<file path="src/shared/tnc_pkg.sv">
package tnc_pkg;

   // geometry
   localparam int         TRACKS      = 9;
   localparam int         TAP_W       = 4;
   localparam int         MAP_W       = TRACKS * TAP_W;
   localparam logic [3:0] TAP_LAST    = 4'h9;

   // timing, figures in ns, counts derived from the 40 ns system clock
   localparam int CLK_NS          = 40;
   localparam int OSC_PULSE_NS    = 100;
   localparam int TAP_SPACE_CYC   = (2 * OSC_PULSE_NS + CLK_NS - 1) / CLK_NS;
   localparam int RD_STROBE_NS    = 2000;
   localparam int RD_STROBE_CYC   = (RD_STROBE_NS + CLK_NS - 1) / CLK_NS;
   localparam int RD_HOLD_MIN_NS  = 500;
   localparam int RD_HOLD_MIN_CYC = (RD_HOLD_MIN_NS + CLK_NS - 1) / CLK_NS;
   localparam int PRIME_CLR_NS    = 200;
   localparam int PRIME_CLR_CYC   = (PRIME_CLR_NS + CLK_NS - 1) / CLK_NS;
   localparam int GATHER_NS       = 1000;
   localparam int GATHER_CYC      = (GATHER_NS + CLK_NS - 1) / CLK_NS;

   // register byte offsets
   localparam logic [7:0] ADDR_TAP_SPACE = 8'h00;
   localparam logic [7:0] ADDR_GATHER    = 8'h04;
   localparam logic [7:0] ADDR_HOLD      = 8'h08;
   localparam logic [7:0] ADDR_MAP_LO    = 8'h0c;
   localparam logic [7:0] ADDR_MAP_HI    = 8'h10;
   localparam logic [7:0] ADDR_STATUS    = 8'h14;

   // decoded register indices
   localparam logic [2:0] IDX_TAP_SPACE = 3'h0;
   localparam logic [2:0] IDX_GATHER    = 3'h1;
   localparam logic [2:0] IDX_HOLD      = 3'h2;
   localparam logic [2:0] IDX_MAP_LO    = 3'h3;
   localparam logic [2:0] IDX_MAP_HI    = 3'h4;
   localparam logic [2:0] IDX_STATUS    = 3'h5;
   localparam logic [2:0] IDX_NONE      = 3'h7;

   // status field positions
   localparam int ST_SLAVE_LSB = 0;
   localparam int ST_STAT_LSB  = 9;
   localparam int ST_RUN_BIT   = 18;
   localparam int ST_BUSY_BIT  = 19;

   // reset values
   localparam logic [7:0]       TAP_SPACE_RST = 8'(TAP_SPACE_CYC);
   localparam logic [15:0]      GATHER_RST    = 16'(GATHER_CYC);
   localparam logic [15:0]      HOLD_RST      = 16'(RD_HOLD_MIN_CYC);
   localparam logic [15:0]      HOLD_MIN      = 16'(RD_HOLD_MIN_CYC);
   localparam logic [15:0]      STROBE_LEN    = 16'(RD_STROBE_CYC);
   localparam logic [3:0]       PRIME_CLR_LEN = 4'(PRIME_CLR_CYC);
   localparam logic [MAP_W-1:0] MAP9_RST      = 36'h876543210;
   localparam logic [MAP_W-1:0] MAP7_RST      = 36'h654321990;
   localparam logic [TRACKS-1:0] OMIT7_MASK   = 9'h006;

   typedef enum logic [1:0] {
      RD_IDLE,
      RD_GATHER,
      RD_STROBE,
      RD_HOLD
   } tnc_rd_state_t;

endpackage

</file>
<file path="src/verilog/tnc_sync.sv">
`timescale 1ns/1ps
module tnc_sync #(
   parameter int WIDTH = 1
) (
   // clock and reset
   input  wire logic             sys_clk,
   input  wire logic             srst,
   // asynchronous levels in, synchronised levels out
   input  wire logic [WIDTH-1:0] d,
   output logic      [WIDTH-1:0] q
);

   logic [WIDTH-1:0] meta_q;
   logic [WIDTH-1:0] sync_q;

   always_ff @(posedge sys_clk) begin
      if (srst) begin
         meta_q <= '0;
         sync_q <= '0;
      end else begin
         meta_q <= d;
         sync_q <= meta_q;
      end
   end

   assign q = sync_q;

endmodule // tnc_sync

</file>
<file path="src/verilog/tnc_channel.sv">
`timescale 1ns/1ps
// Summary of operation
// RQ1 - controller supplies track data, strobe, check reset
// RQ2 - true bit at strobe toggles track master
// RQ3 - strobe starts deskew run and oscillator
// RQ4 - ten sequential taps commit track slaves
// RQ5 - tenth tap stops deskew run
// RQ6 - write and erase only with power high
// RQ7 - prime high forces both head phases high
// RQ8 - prime release leaves flip-flops in reset
// RQ9 - prime low enables erase driver
// RQ10 - write current only while tape moves
// RQ11 - check reset clears every track master
// RQ12 - check reset starts a full deskew run
// RQ13 - prime selects read clip threshold
// RQ14 - falling peak edge sets track staticiser
// RQ15 - first set starts gather, then 2us strobe
// RQ16 - staticisers clear at least 0.5us after strobe
// RQ17 - staticisers held clear while tape stopped
// RQ18 - seven-track build omits two tracks, remaps taps
// RQ19 - deskew and read delays are cycle counts
// RQ20 - tap to track assignment is configurable
module tnc_channel
   import tnc_pkg::*;
#(
   parameter bit SEVEN_TRACK = 1'b0
) (
   // clock and reset
   input  wire logic                    sys_clk,
   input  wire logic                    srst,
   // ahb-lite slave
   input  wire logic                    hsel,
   input  wire logic [31:0]             haddr,
   input  wire logic [1:0]              htrans,
   input  wire logic                    hwrite,
   input  wire logic [2:0]              hsize,
   input  wire logic [31:0]             hwdata,
   input  wire logic                    hready,
   output logic                         hreadyout,
   output logic                         hresp,
   output logic [31:0]                  hrdata,
   // write side of the connector
   input  wire logic [tnc_pkg::TRACKS-2:0] write_bit_track,
   input  wire logic                    write_bit_parity_track,
   input  wire logic                    host_write_strobe,
   input  wire logic                    check_char_reset_pulse,
   input  wire logic                    write_prime_n,
   input  wire logic                    write_power_gate,
   input  wire logic                    tape_motion,
   // read side
   input  wire logic [tnc_pkg::TRACKS-1:0] read_peak_n,
   output logic [tnc_pkg::TRACKS-1:0]   read_data,
   output logic                         read_data_strobe,
   // head drive
   output logic [tnc_pkg::TRACKS-1:0]   head_phase_a,
   output logic [tnc_pkg::TRACKS-1:0]   head_phase_b,
   output logic                         write_current_en,
   output logic                         erase_current_en,
   output logic                         clip_level_high
);
   import tnc_pkg::*;

   localparam logic [TRACKS-1:0] OMIT = SEVEN_TRACK ? OMIT7_MASK : '0;

   function automatic logic [2:0] reg_index(input logic [31:0] a);
      logic [2:0] idx;
      idx = IDX_NONE;
      if (a[31:8] == 24'h000000) begin
         case (a[7:0])
            ADDR_TAP_SPACE: idx = IDX_TAP_SPACE;
            ADDR_GATHER:    idx = IDX_GATHER;
            ADDR_HOLD:      idx = IDX_HOLD;
            ADDR_MAP_LO:    idx = IDX_MAP_LO;
            ADDR_MAP_HI:    idx = IDX_MAP_HI;
            ADDR_STATUS:    idx = IDX_STATUS;
            default:        idx = IDX_NONE;
         endcase
      end
      return idx;
   endfunction

   // pins cross into the clock domain; data and strobe see equal delay
   logic [TRACKS-1:0] wbit_s;
   logic [TRACKS-1:0] peak_n_s;
   logic              strobe_s;
   logic              ars_s;
   logic              prime_s;
   logic              power_s;
   logic              motion_s;
   logic [TRACKS-1:0] peak_s;
   logic              primed_s;

   // active-low lines cross inverted, so the cleared synchroniser shows their idle
   // level: no false peak and no false prime release right after reset
   tnc_sync #(.WIDTH(2 * TRACKS + 5)) u_sync (
      .sys_clk (sys_clk),
      .srst    (srst),
      .d       ({write_bit_track, write_bit_parity_track, ~read_peak_n, host_write_strobe,
                 check_char_reset_pulse, ~write_prime_n, write_power_gate, tape_motion}),
      .q       ({wbit_s, peak_s, strobe_s, ars_s, primed_s, power_s, motion_s})
   );

   assign peak_n_s = ~peak_s;
   assign prime_s  = ~primed_s;

   // register bus
   logic [31:0]       hrdata_q, hrdata_d;
   logic [2:0]        wr_idx_q, wr_idx_d;
   logic              wr_pend_q, wr_pend_d;
   logic [7:0]        tap_space_q, tap_space_d;
   logic [15:0]       gather_q, gather_d;
   logic [15:0]       hold_q, hold_d;
   logic [MAP_W-1:0]  map_q, map_d;
   logic [31:0]       status;
   // write path and deskew
   logic [TRACKS-1:0] master_q, master_d;
   logic [TRACKS-1:0] slave_q, slave_d;
   logic [TRACKS-1:0] head_a_q, head_a_d;
   logic [TRACKS-1:0] head_b_q, head_b_d;
   logic [TRACKS-1:0] commit;
   logic [3:0]        clr_cnt_q, clr_cnt_d;
   logic              strobe_prev_q, ars_prev_q;
   logic              internal_write_strobe, ars_rise, clr_hold;
   logic              run_q, run_d;
   logic [7:0]        space_cnt_q, space_cnt_d;
   logic [3:0]        tap_q, tap_d;
   logic              tap_fire;
   logic              wcur_q, wcur_d, erase_q, erase_d, clip_q, clip_d;
   // read path
   tnc_rd_state_t     rd_state_q, rd_state_d;
   logic [15:0]       rd_cnt_q, rd_cnt_d;
   logic [TRACKS-1:0] stat_q, stat_d, peak_prev_q, stat_set;
   logic              rd_strobe_q, rd_strobe_d, hold_done;
   logic [15:0]       hold_eff;

   assign status = {12'h000, rd_state_q != RD_IDLE, run_q, stat_q, slave_q};

   always_comb begin
      logic accept;
      accept      = hsel & hready & htrans[1];
      hrdata_d    = hrdata_q;
      wr_pend_d   = accept & hwrite;
      wr_idx_d    = accept ? reg_index(haddr) : wr_idx_q;
      tap_space_d = tap_space_q;
      gather_d    = gather_q;
      hold_d      = hold_q;
      map_d       = map_q;
      if (accept && !hwrite) begin
         unique case (reg_index(haddr))
            IDX_TAP_SPACE: hrdata_d = {24'h000000, tap_space_q};
            IDX_GATHER:    hrdata_d = {16'h0000, gather_q};
            IDX_HOLD:      hrdata_d = {16'h0000, hold_q};
            IDX_MAP_LO:    hrdata_d = map_q[31:0];
            IDX_MAP_HI:    hrdata_d = {28'h0000000, map_q[MAP_W-1:32]};
            IDX_STATUS:    hrdata_d = status;
            default:       hrdata_d = 32'h00000000;
         endcase
      end
      // zero would wrap a counter to its longest count, so spacing and gather store it as one
      if (wr_pend_q) begin
         unique case (wr_idx_q)
            IDX_TAP_SPACE: tap_space_d = (hwdata[7:0] == 8'h00) ? 8'h01 : hwdata[7:0]; // [RQ19]
            IDX_GATHER:    gather_d = (hwdata[15:0] == 16'h0000) ? 16'h0001 : hwdata[15:0];
            IDX_HOLD:      hold_d = hwdata[15:0];
            IDX_MAP_LO:    map_d[31:0] = hwdata; // [RQ20]
            IDX_MAP_HI:    map_d[MAP_W-1:32] = hwdata[3:0];
            default:       ;
         endcase
      end
   end

   always_ff @(posedge sys_clk) begin
      if (srst) begin
         hrdata_q    <= 32'h00000000;
         wr_idx_q    <= IDX_NONE;
         wr_pend_q   <= 1'b0;
         tap_space_q <= TAP_SPACE_RST;
         gather_q    <= GATHER_RST;
         hold_q      <= HOLD_RST;
         map_q       <= SEVEN_TRACK ? MAP7_RST : MAP9_RST; // [RQ18]
      end else begin
         hrdata_q    <= hrdata_d;
         wr_idx_q    <= wr_idx_d;
         wr_pend_q   <= wr_pend_d;
         tap_space_q <= tap_space_d;
         gather_q    <= gather_d;
         hold_q      <= hold_d;
         map_q       <= map_d;
      end
   end

   // each tap strikes the tracks whose table entry names it
   for (genvar t = 0; t < TRACKS; t++) begin : g_commit
      assign commit[t] = tap_fire & (map_q[t*TAP_W +: TAP_W] == tap_q); // [RQ4] [RQ20]
   end

   assign internal_write_strobe = strobe_s & ~strobe_prev_q;
   assign ars_rise              = ars_s & ~ars_prev_q;
   assign clr_hold              = prime_s | (clr_cnt_q != 4'h0);
   assign tap_fire              = run_q & (space_cnt_q == 8'h00);

   always_comb begin
      clr_cnt_d = (clr_cnt_q != 4'h0) ? clr_cnt_q - 4'h1 : 4'h0;
      if (prime_s) begin
         clr_cnt_d = PRIME_CLR_LEN; // [RQ8]
      end
      master_d = master_q;
      if (clr_hold) begin
         master_d = '0; // [RQ8]
      end else if (ars_s) begin
         master_d = '0; // [RQ11]
      end else if (internal_write_strobe) begin
         master_d = master_q ^ wbit_s; // [RQ2]
      end
      slave_d = clr_hold ? '0 : (slave_q & ~commit) | (master_q & commit); // [RQ4]
      // deskew run: the set always wins over the tenth tap
      run_d       = run_q;
      space_cnt_d = space_cnt_q;
      tap_d       = tap_q;
      if (run_q) begin
         space_cnt_d = space_cnt_q - 8'h01;
         if (tap_fire) begin
            space_cnt_d = tap_space_q - 8'h01; // [RQ19]
            tap_d       = tap_q + 4'h1;
            if (tap_q == TAP_LAST) begin
               run_d = 1'b0; // [RQ5]
               tap_d = 4'h0;
            end
         end
      end
      if ((internal_write_strobe || ars_rise) && (!run_q || (tap_fire && tap_q == TAP_LAST))) begin
         run_d       = 1'b1; // [RQ3] [RQ12]
         space_cnt_d = tap_space_q - 8'h01;
         tap_d       = 4'h0;
      end
      if (prime_s) begin
         head_a_d = '1; // [RQ7]
         head_b_d = '1;
      end else begin
         head_a_d = slave_d | OMIT; // [RQ18]
         head_b_d = ~slave_d | OMIT;
      end
      wcur_d  = power_s & motion_s & ~clr_hold; // [RQ6] [RQ10]
      erase_d = power_s & ~prime_s; // [RQ6] [RQ9]
      clip_d  = ~prime_s; // [RQ13]
   end

   always_ff @(posedge sys_clk) begin
      if (srst) begin
         master_q      <= '0;
         slave_q       <= '0;
         head_a_q      <= '1;
         head_b_q      <= '1;
         clr_cnt_q     <= 4'h0;
         strobe_prev_q <= 1'b0;
         ars_prev_q    <= 1'b0;
         run_q         <= 1'b0;
         space_cnt_q   <= 8'h00;
         tap_q         <= 4'h0;
         wcur_q        <= 1'b0;
         erase_q       <= 1'b0;
         clip_q        <= 1'b0;
      end else begin
         master_q      <= master_d & ~OMIT;
         slave_q       <= slave_d & ~OMIT;
         head_a_q      <= head_a_d;
         head_b_q      <= head_b_d;
         clr_cnt_q     <= clr_cnt_d;
         strobe_prev_q <= strobe_s;
         ars_prev_q    <= ars_s;
         run_q         <= run_d;
         space_cnt_q   <= space_cnt_d;
         tap_q         <= tap_d;
         wcur_q        <= wcur_d;
         erase_q       <= erase_d;
         clip_q        <= clip_d;
      end
   end

   // read side; a peak in the clearing cycle survives, tape stop clears all
   assign hold_eff  = (hold_q < HOLD_MIN) ? HOLD_MIN : hold_q;
   assign stat_set  = ~peak_n_s & peak_prev_q & ~OMIT; // [RQ14] [RQ18]
   assign hold_done = (rd_state_q == RD_HOLD) & (rd_cnt_q == 16'h0000);

   always_comb begin
      rd_state_d  = rd_state_q;
      rd_cnt_d    = rd_cnt_q;
      rd_strobe_d = rd_strobe_q;
      unique case (rd_state_q)
         RD_IDLE: begin
            if (stat_q != '0) begin
               rd_state_d = RD_GATHER; // [RQ15]
               rd_cnt_d   = gather_q - 16'h0001; // [RQ19]
            end
         end
         RD_GATHER: begin
            rd_cnt_d = rd_cnt_q - 16'h0001;
            if (rd_cnt_q == 16'h0000) begin
               rd_state_d  = RD_STROBE;
               rd_cnt_d    = STROBE_LEN - 16'h0001; // [RQ15]
               rd_strobe_d = 1'b1;
            end
         end
         RD_STROBE: begin
            rd_cnt_d = rd_cnt_q - 16'h0001;
            if (rd_cnt_q == 16'h0000) begin
               rd_state_d  = RD_HOLD;
               rd_cnt_d    = hold_eff - 16'h0001; // [RQ16]
               rd_strobe_d = 1'b0;
            end
         end
         RD_HOLD: begin
            rd_cnt_d = rd_cnt_q - 16'h0001;
            if (hold_done) begin
               rd_state_d = RD_IDLE; // [RQ16]
            end
         end
      endcase
      stat_d = (stat_q & ~{TRACKS{hold_done}}) | stat_set;
      if (!motion_s) begin
         stat_d      = '0; // [RQ17]
         rd_state_d  = RD_IDLE;
         rd_strobe_d = 1'b0;
      end
   end

   always_ff @(posedge sys_clk) begin
      if (srst) begin
         rd_state_q  <= RD_IDLE;
         rd_cnt_q    <= 16'h0000;
         rd_strobe_q <= 1'b0;
         stat_q      <= '0;
         peak_prev_q <= '1;
      end else begin
         rd_state_q  <= rd_state_d;
         rd_cnt_q    <= rd_cnt_d;
         rd_strobe_q <= rd_strobe_d;
         stat_q      <= stat_d;
         peak_prev_q <= peak_n_s;
      end
   end

   assign hreadyout        = 1'b1;
   assign hresp            = 1'b0;
   assign hrdata           = hrdata_q;
   assign read_data        = stat_q;
   assign read_data_strobe = rd_strobe_q;
   assign head_phase_a     = head_a_q;
   assign head_phase_b     = head_b_q;
   assign write_current_en = wcur_q;
   assign erase_current_en = erase_q;
   assign clip_level_high  = clip_q;
endmodule // tnc_channel

</file>
<file path="config.mk">
export PLATFORM = sky130hd
export DESIGN_NAME = tnc_channel
export DESIGN_NICKNAME = d
export VERILOG_FILES = /design/src/shared/tnc_pkg.sv /design/src/verilog/tnc_sync.sv /design/src/verilog/tnc_channel.sv
export SDC_FILE = /design/constraint.sdc
export NUM_CORES = 1
export LEC_CHECK = 0
export ABC_AREA = 1
export BUFFER_PORTS_ARGS = -buffer_cell sky130_fd_sc_hd__buf_4
export CELL_PAD_IN_SITES_DETAIL_PLACEMENT = 1
export CELL_PAD_IN_SITES_GLOBAL_PLACEMENT = 1
export CORE_AREA = 2 2 180 182
export CTS_CLUSTER_SIZE = 28
export DETAILED_ROUTE_END_ITERATION = 8
export DIE_AREA = 0 0 182 184
export HOLD_SLACK_MARGIN = 0.06
export PLACE_DENSITY_LB_ADDON = 0.2
export REMOVE_ABC_BUFFERS = 1
export SYNTH_ARGS = -nofsm -noshare
export SYNTH_HDL_FRONTEND = slang
export SYNTH_SLANG_ARGS = --single-unit
</file>
<file path="constraint.sdc">
create_clock -name sys_clk -period 1.75 [get_ports sys_clk]
set_input_delay 0.0875 -clock sys_clk [delete_from_list [all_inputs] [get_ports sys_clk]]
set_output_delay 0.0875 -clock sys_clk [all_outputs]
set_load 0.03 [all_outputs]
</file>
==> flow_summary.toml <==
[global_route]
track_usage_pct = 26.3
overflow = 0
grt_first_pass_wirelength_um = 70200
grt_pass1_vias = 13219
grt_antenna_before_repair = 0
grt_max_degree = 89

[floorplanning]
num_rows = 65
placeableCoreArea_mm2 = 0.0314
die_w_um = 182
overall_die_area_mm2 = 0.0335
die_h_um = 184
io_pins = 162
floorplan.initialDensity_pct = 36.6

[clock_network]
cts_htree_levels = 1
tritoncts_clock_tree = "yes"
cts-root-to-sink-buffers = 3
clock-root-buffer = "sky130_fd_sc_hd__clkbuf_16"
worst_setup_hold_path_clk_slew_ps = 70
cts_buffers = 29
worst_skew_pair.late_latency_ps = 560
clock_sinks = 253

[finish]
final-instance-count-excl-fill = 2433
post_route_design_area_mm2 = 0.0172
layout.nets = 2115
mostFrequentLayoutCell = "sky130_fd_sc_hd__buf_4"
drive_above_1_share_pct = 31.3
antenna-diode-count = 0
mostFrequentLayoutCells = "sky130_fd_sc_hd__buf_4 (356), sky130_fd_sc_hd__nand2_1 (257), sky130_fd_sc_hd__dfxtp_1 (240), sky130_fd_sc_hd__inv_1 (181), sky130_fd_sc_hd__nor2_1 (174)"
area_growth_pct = 49.9
filler_cell_count = 3804

[worst_setup_path]
cp_required_ps = 2220
critical-path-top-cell-by-count = "sky130_fd_sc_hd__nand2_2"
path_cells = "nor2_4 -> nand2_2 -> nor2_4 -> nand2_2 -> nand2_2 -> ha_4 -> buf_4 -> inv_2 -> nor2_2 -> buf_6 -> nand3_1 -> nand3_2 -> nand3_2 -> nand2_2 -> nand2_2 -> a21oi_1"
critPathMaxStageDelay_ps = 340
crit_slowest_cell = "sky130_fd_sc_hd__dfxtp_2"
worst-endpoint-arrival_ps = 2440
critical_path_peak_fanout = 4
critical_path_class = "register to register"
end_kind = "register"
start_kind = "register"

[timing]
max_slew.worst_pin.slew_ps = 644
min_period_ps = 1960
hold_viol = 0
max_freq_mhz = 509
final.setup_skew_ps = 31.0
period_share_pct = 112
hold-worst-slack_ps = 140
setup_violations = 45
grt_setup_unrepaired = "yes"
slew_headroom_pct = 56.7
final-max-slew-violation-count = 0
finalWorstSetupSlack_ps = -214

[drt]
post_detailed_route_count_of_antenna_violating_nets = 0
vias = 12638
drtIter0Drc = 587
route.detailed.vias_per_inst = 5.19
finalWirelength_um = 46700
wire_per_inst_um = 19.2
number_of_iterations_in_the_first_detailed_routing_pass = 5
drc = 0

[placement]
place_congestion = 0.920
detailed_place_hpwl_um = 31200
cell_area_placed_mm2 = 0.0143
numPortBuffers = 155
preCtsSetupSlack_ps = -343
place.detailed.instances = 2259

[yosys]
synth.cell_area_mm2 = 0.0115
yosys_warnings = 0
synth-edff-count = 0
number_of_instances_in_the_synthesized_netlist = 1588
synth_area_per_cell_um2 = 7.23
synth-seq-area-share_pct = 44.1
synth_seq_cells = 253
dominantRegCellSynth = "sky130_fd_sc_hd__dfxtp_1"
synth_async_sr_flop_share_pct = 0
synth.distinct_cells = 50

[outcome]
failed_checks = "setup timing"
outcome = "complete, but fails checks"

[min_path]
holdCritPathClass = "input port to register"

[power]
vdd_drop_max_v = 0.000636
total_leakage_power_nw = 7.54
power-per-cell-area_mw_per_mm2 = 852

[job]
cap_viol_max_count = 0
[sequential cells by signal (all words and copies together) (netlist names), 2 cells and up]
signal / flops
u_sync.meta_q: 23
rd_state_q: 2
hold_q: 16
u_sync.q: 23
read_data: 9
wr_idx_q: 3
peak_prev_q: 9
tap_q: 4
head_phase_b: 9
map_q: 36
rd_cnt_q: 16
space_cnt_q: 8
slave_q: 9
gather_q: 16
tap_space_q: 8
hrdata: 32
clr_cnt_q: 4
master_q: 9
head_phase_a: 9
[cell type report]
cell class                 count  area (um2)  share of cell area [%]
clock buffer                  41         851                    4.94
clock inverter                13         184                    1.07
inverter                     207         803                    4.67
multi-input combinational   1069        6070                    35.2
sequential                   253        5080                    29.5
tap                          402         503                    2.92
timing repair buffer         447        3710                    21.5
timing repair inverter         1        16.3                  0.0945
[stage by stage]
step           TNS [ps]  power, mW  utilization (%)
2_1_floorplan    -33500       6.80                -
3_3_place_gp      -4670       7.52             45.5
3_5_place_dp     -10970       7.56             45.5
4_1_cts           -2050       14.4             52.6
5_1_grt          -10910       15.2             54.8
6_report          -5090       14.7             54.8
[worst paths after layout]
check / startpoint / endpoint / slack (ps) / cells past startpoint
worst min-delay path: haddr[5] / wr_idx_q[1] / 140 / 5
worst max register to register: hold_q[9] / rd_cnt_q[6] / -210 / 16
worst max-delay path: hold_q[9] / rd_cnt_q[6] / -210 / 16
worst min register to register: u_sync.q[5] / peak_prev_q[0] / 390 / 1
[power breakdown]
| group | total [mW] | leakage, nW | internal, mW | switching (mW) |
|---|---|---|---|---|
| logic | 2.14 | 4.97 | 1.00 | 1.14 |
| registers | 5.97 | 2.06 | 5.89 | 0.0822 |
| clock network | 6.57 | 0.507 | 3.98 | 2.58 |
[per-layer routing]
metal	vias up	wire length [um]	GRT usage, %
met3	110	2400	3.74
met4	0	1630	8.84
met5	-	0	0
li1	5964	-	-
met2	365	22800	47.0
met1	6199	19900	32.6
[logic make-up after synthesis]
kind of cell             Yosys count  synth area share, %
AO/OA/AOI/OAI                    327                 15.4
buffers and inverters            267                 9.24
adder cells (fa/ha/maj)           10                 1.09
other                              2               0.0654
XOR/XNOR                          63                 4.80
flip-flops                       253                 44.1
AND/OR/NAND/NOR                  666                 25.3
[cells in the mapped netlist (2+ instances only)]
| cell type | count | area share, % |
|---|---|---|
| sky130_fd_sc_hd__a211oi_1 | 7 | 0.46 |
| sky130_fd_sc_hd__a21oi_1 | 144 | 6.3 |
| sky130_fd_sc_hd__a311oi_1 | 2 | 0.15 |
| sky130_fd_sc_hd__buf_1 | 7 | 0.23 |
| sky130_fd_sc_hd__buf_2 | 4 | 0.17 |
| sky130_fd_sc_hd__buf_4 | 4 | 0.26 |
| sky130_fd_sc_hd__buf_6 | 5 | 0.49 |
| sky130_fd_sc_hd__clkbuf_1 | 40 | 1.3 |
| sky130_fd_sc_hd__clkinv_1 | 5 | 0.16 |
| sky130_fd_sc_hd__conb_1 | 2 | 0.065 |
| sky130_fd_sc_hd__dfxtp_1 | 253 | 44 |
| sky130_fd_sc_hd__ha_1 | 10 | 1.1 |
| sky130_fd_sc_hd__inv_1 | 197 | 6.4 |
| sky130_fd_sc_hd__inv_2 | 4 | 0.13 |
| sky130_fd_sc_hd__nand2_1 | 290 | 9.5 |
| sky130_fd_sc_hd__nand2_2 | 5 | 0.27 |
| sky130_fd_sc_hd__nand3_1 | 83 | 3.6 |
| sky130_fd_sc_hd__nand3_2 | 6 | 0.52 |
| sky130_fd_sc_hd__nand3_4 | 3 | 0.46 |
| sky130_fd_sc_hd__nand3b_1 | 5 | 0.33 |
| sky130_fd_sc_hd__nand4_1 | 20 | 1.1 |
| sky130_fd_sc_hd__nor2_1 | 207 | 6.8 |
| sky130_fd_sc_hd__nor2_2 | 11 | 0.60 |
| sky130_fd_sc_hd__nor2_4 | 2 | 0.20 |
| sky130_fd_sc_hd__nor3_1 | 18 | 0.78 |
| sky130_fd_sc_hd__nor3b_1 | 3 | 0.20 |
| sky130_fd_sc_hd__nor4_1 | 6 | 0.33 |
| sky130_fd_sc_hd__o211ai_1 | 15 | 0.98 |
| sky130_fd_sc_hd__o21ai_0 | 115 | 5.0 |
| sky130_fd_sc_hd__o21ai_1 | 18 | 0.78 |
| sky130_fd_sc_hd__o22ai_1 | 15 | 0.82 |
| sky130_fd_sc_hd__o22ai_2 | 2 | 0.22 |
| sky130_fd_sc_hd__or2_2 | 2 | 0.11 |
| sky130_fd_sc_hd__xnor2_1 | 24 | 1.8 |
| sky130_fd_sc_hd__xor2_1 | 39 | 3.0 |
[critical path: cells and delay by family (launching register included)]
| kind | cells | cell delay (ps) |
|---|---|---|
| AOI/OAI and AO/OA | 1 | 120 |
| buffers and inverters | 3 | 270 |
| and+or+nand+nor | 11 | 1040 |
| adders and majority gates | 1 | 130 |
| DFF | 1 | 340 |
[repair_timing]
| action | in CTS | in global routing |
|---|---|---|
| buffers inserted | 27 | 30 |
| gates cloned | 1 | 1 |
| hold endpoints to repair | 124 | 0 |
| pin swaps | 43 | 61 |
| hold buffers | 63 | 0 |
| endpoints found under the setup margin | 69 | 90 |
| resized for setup | 115 | 133 |
Power figures use the tool's default switching activity.
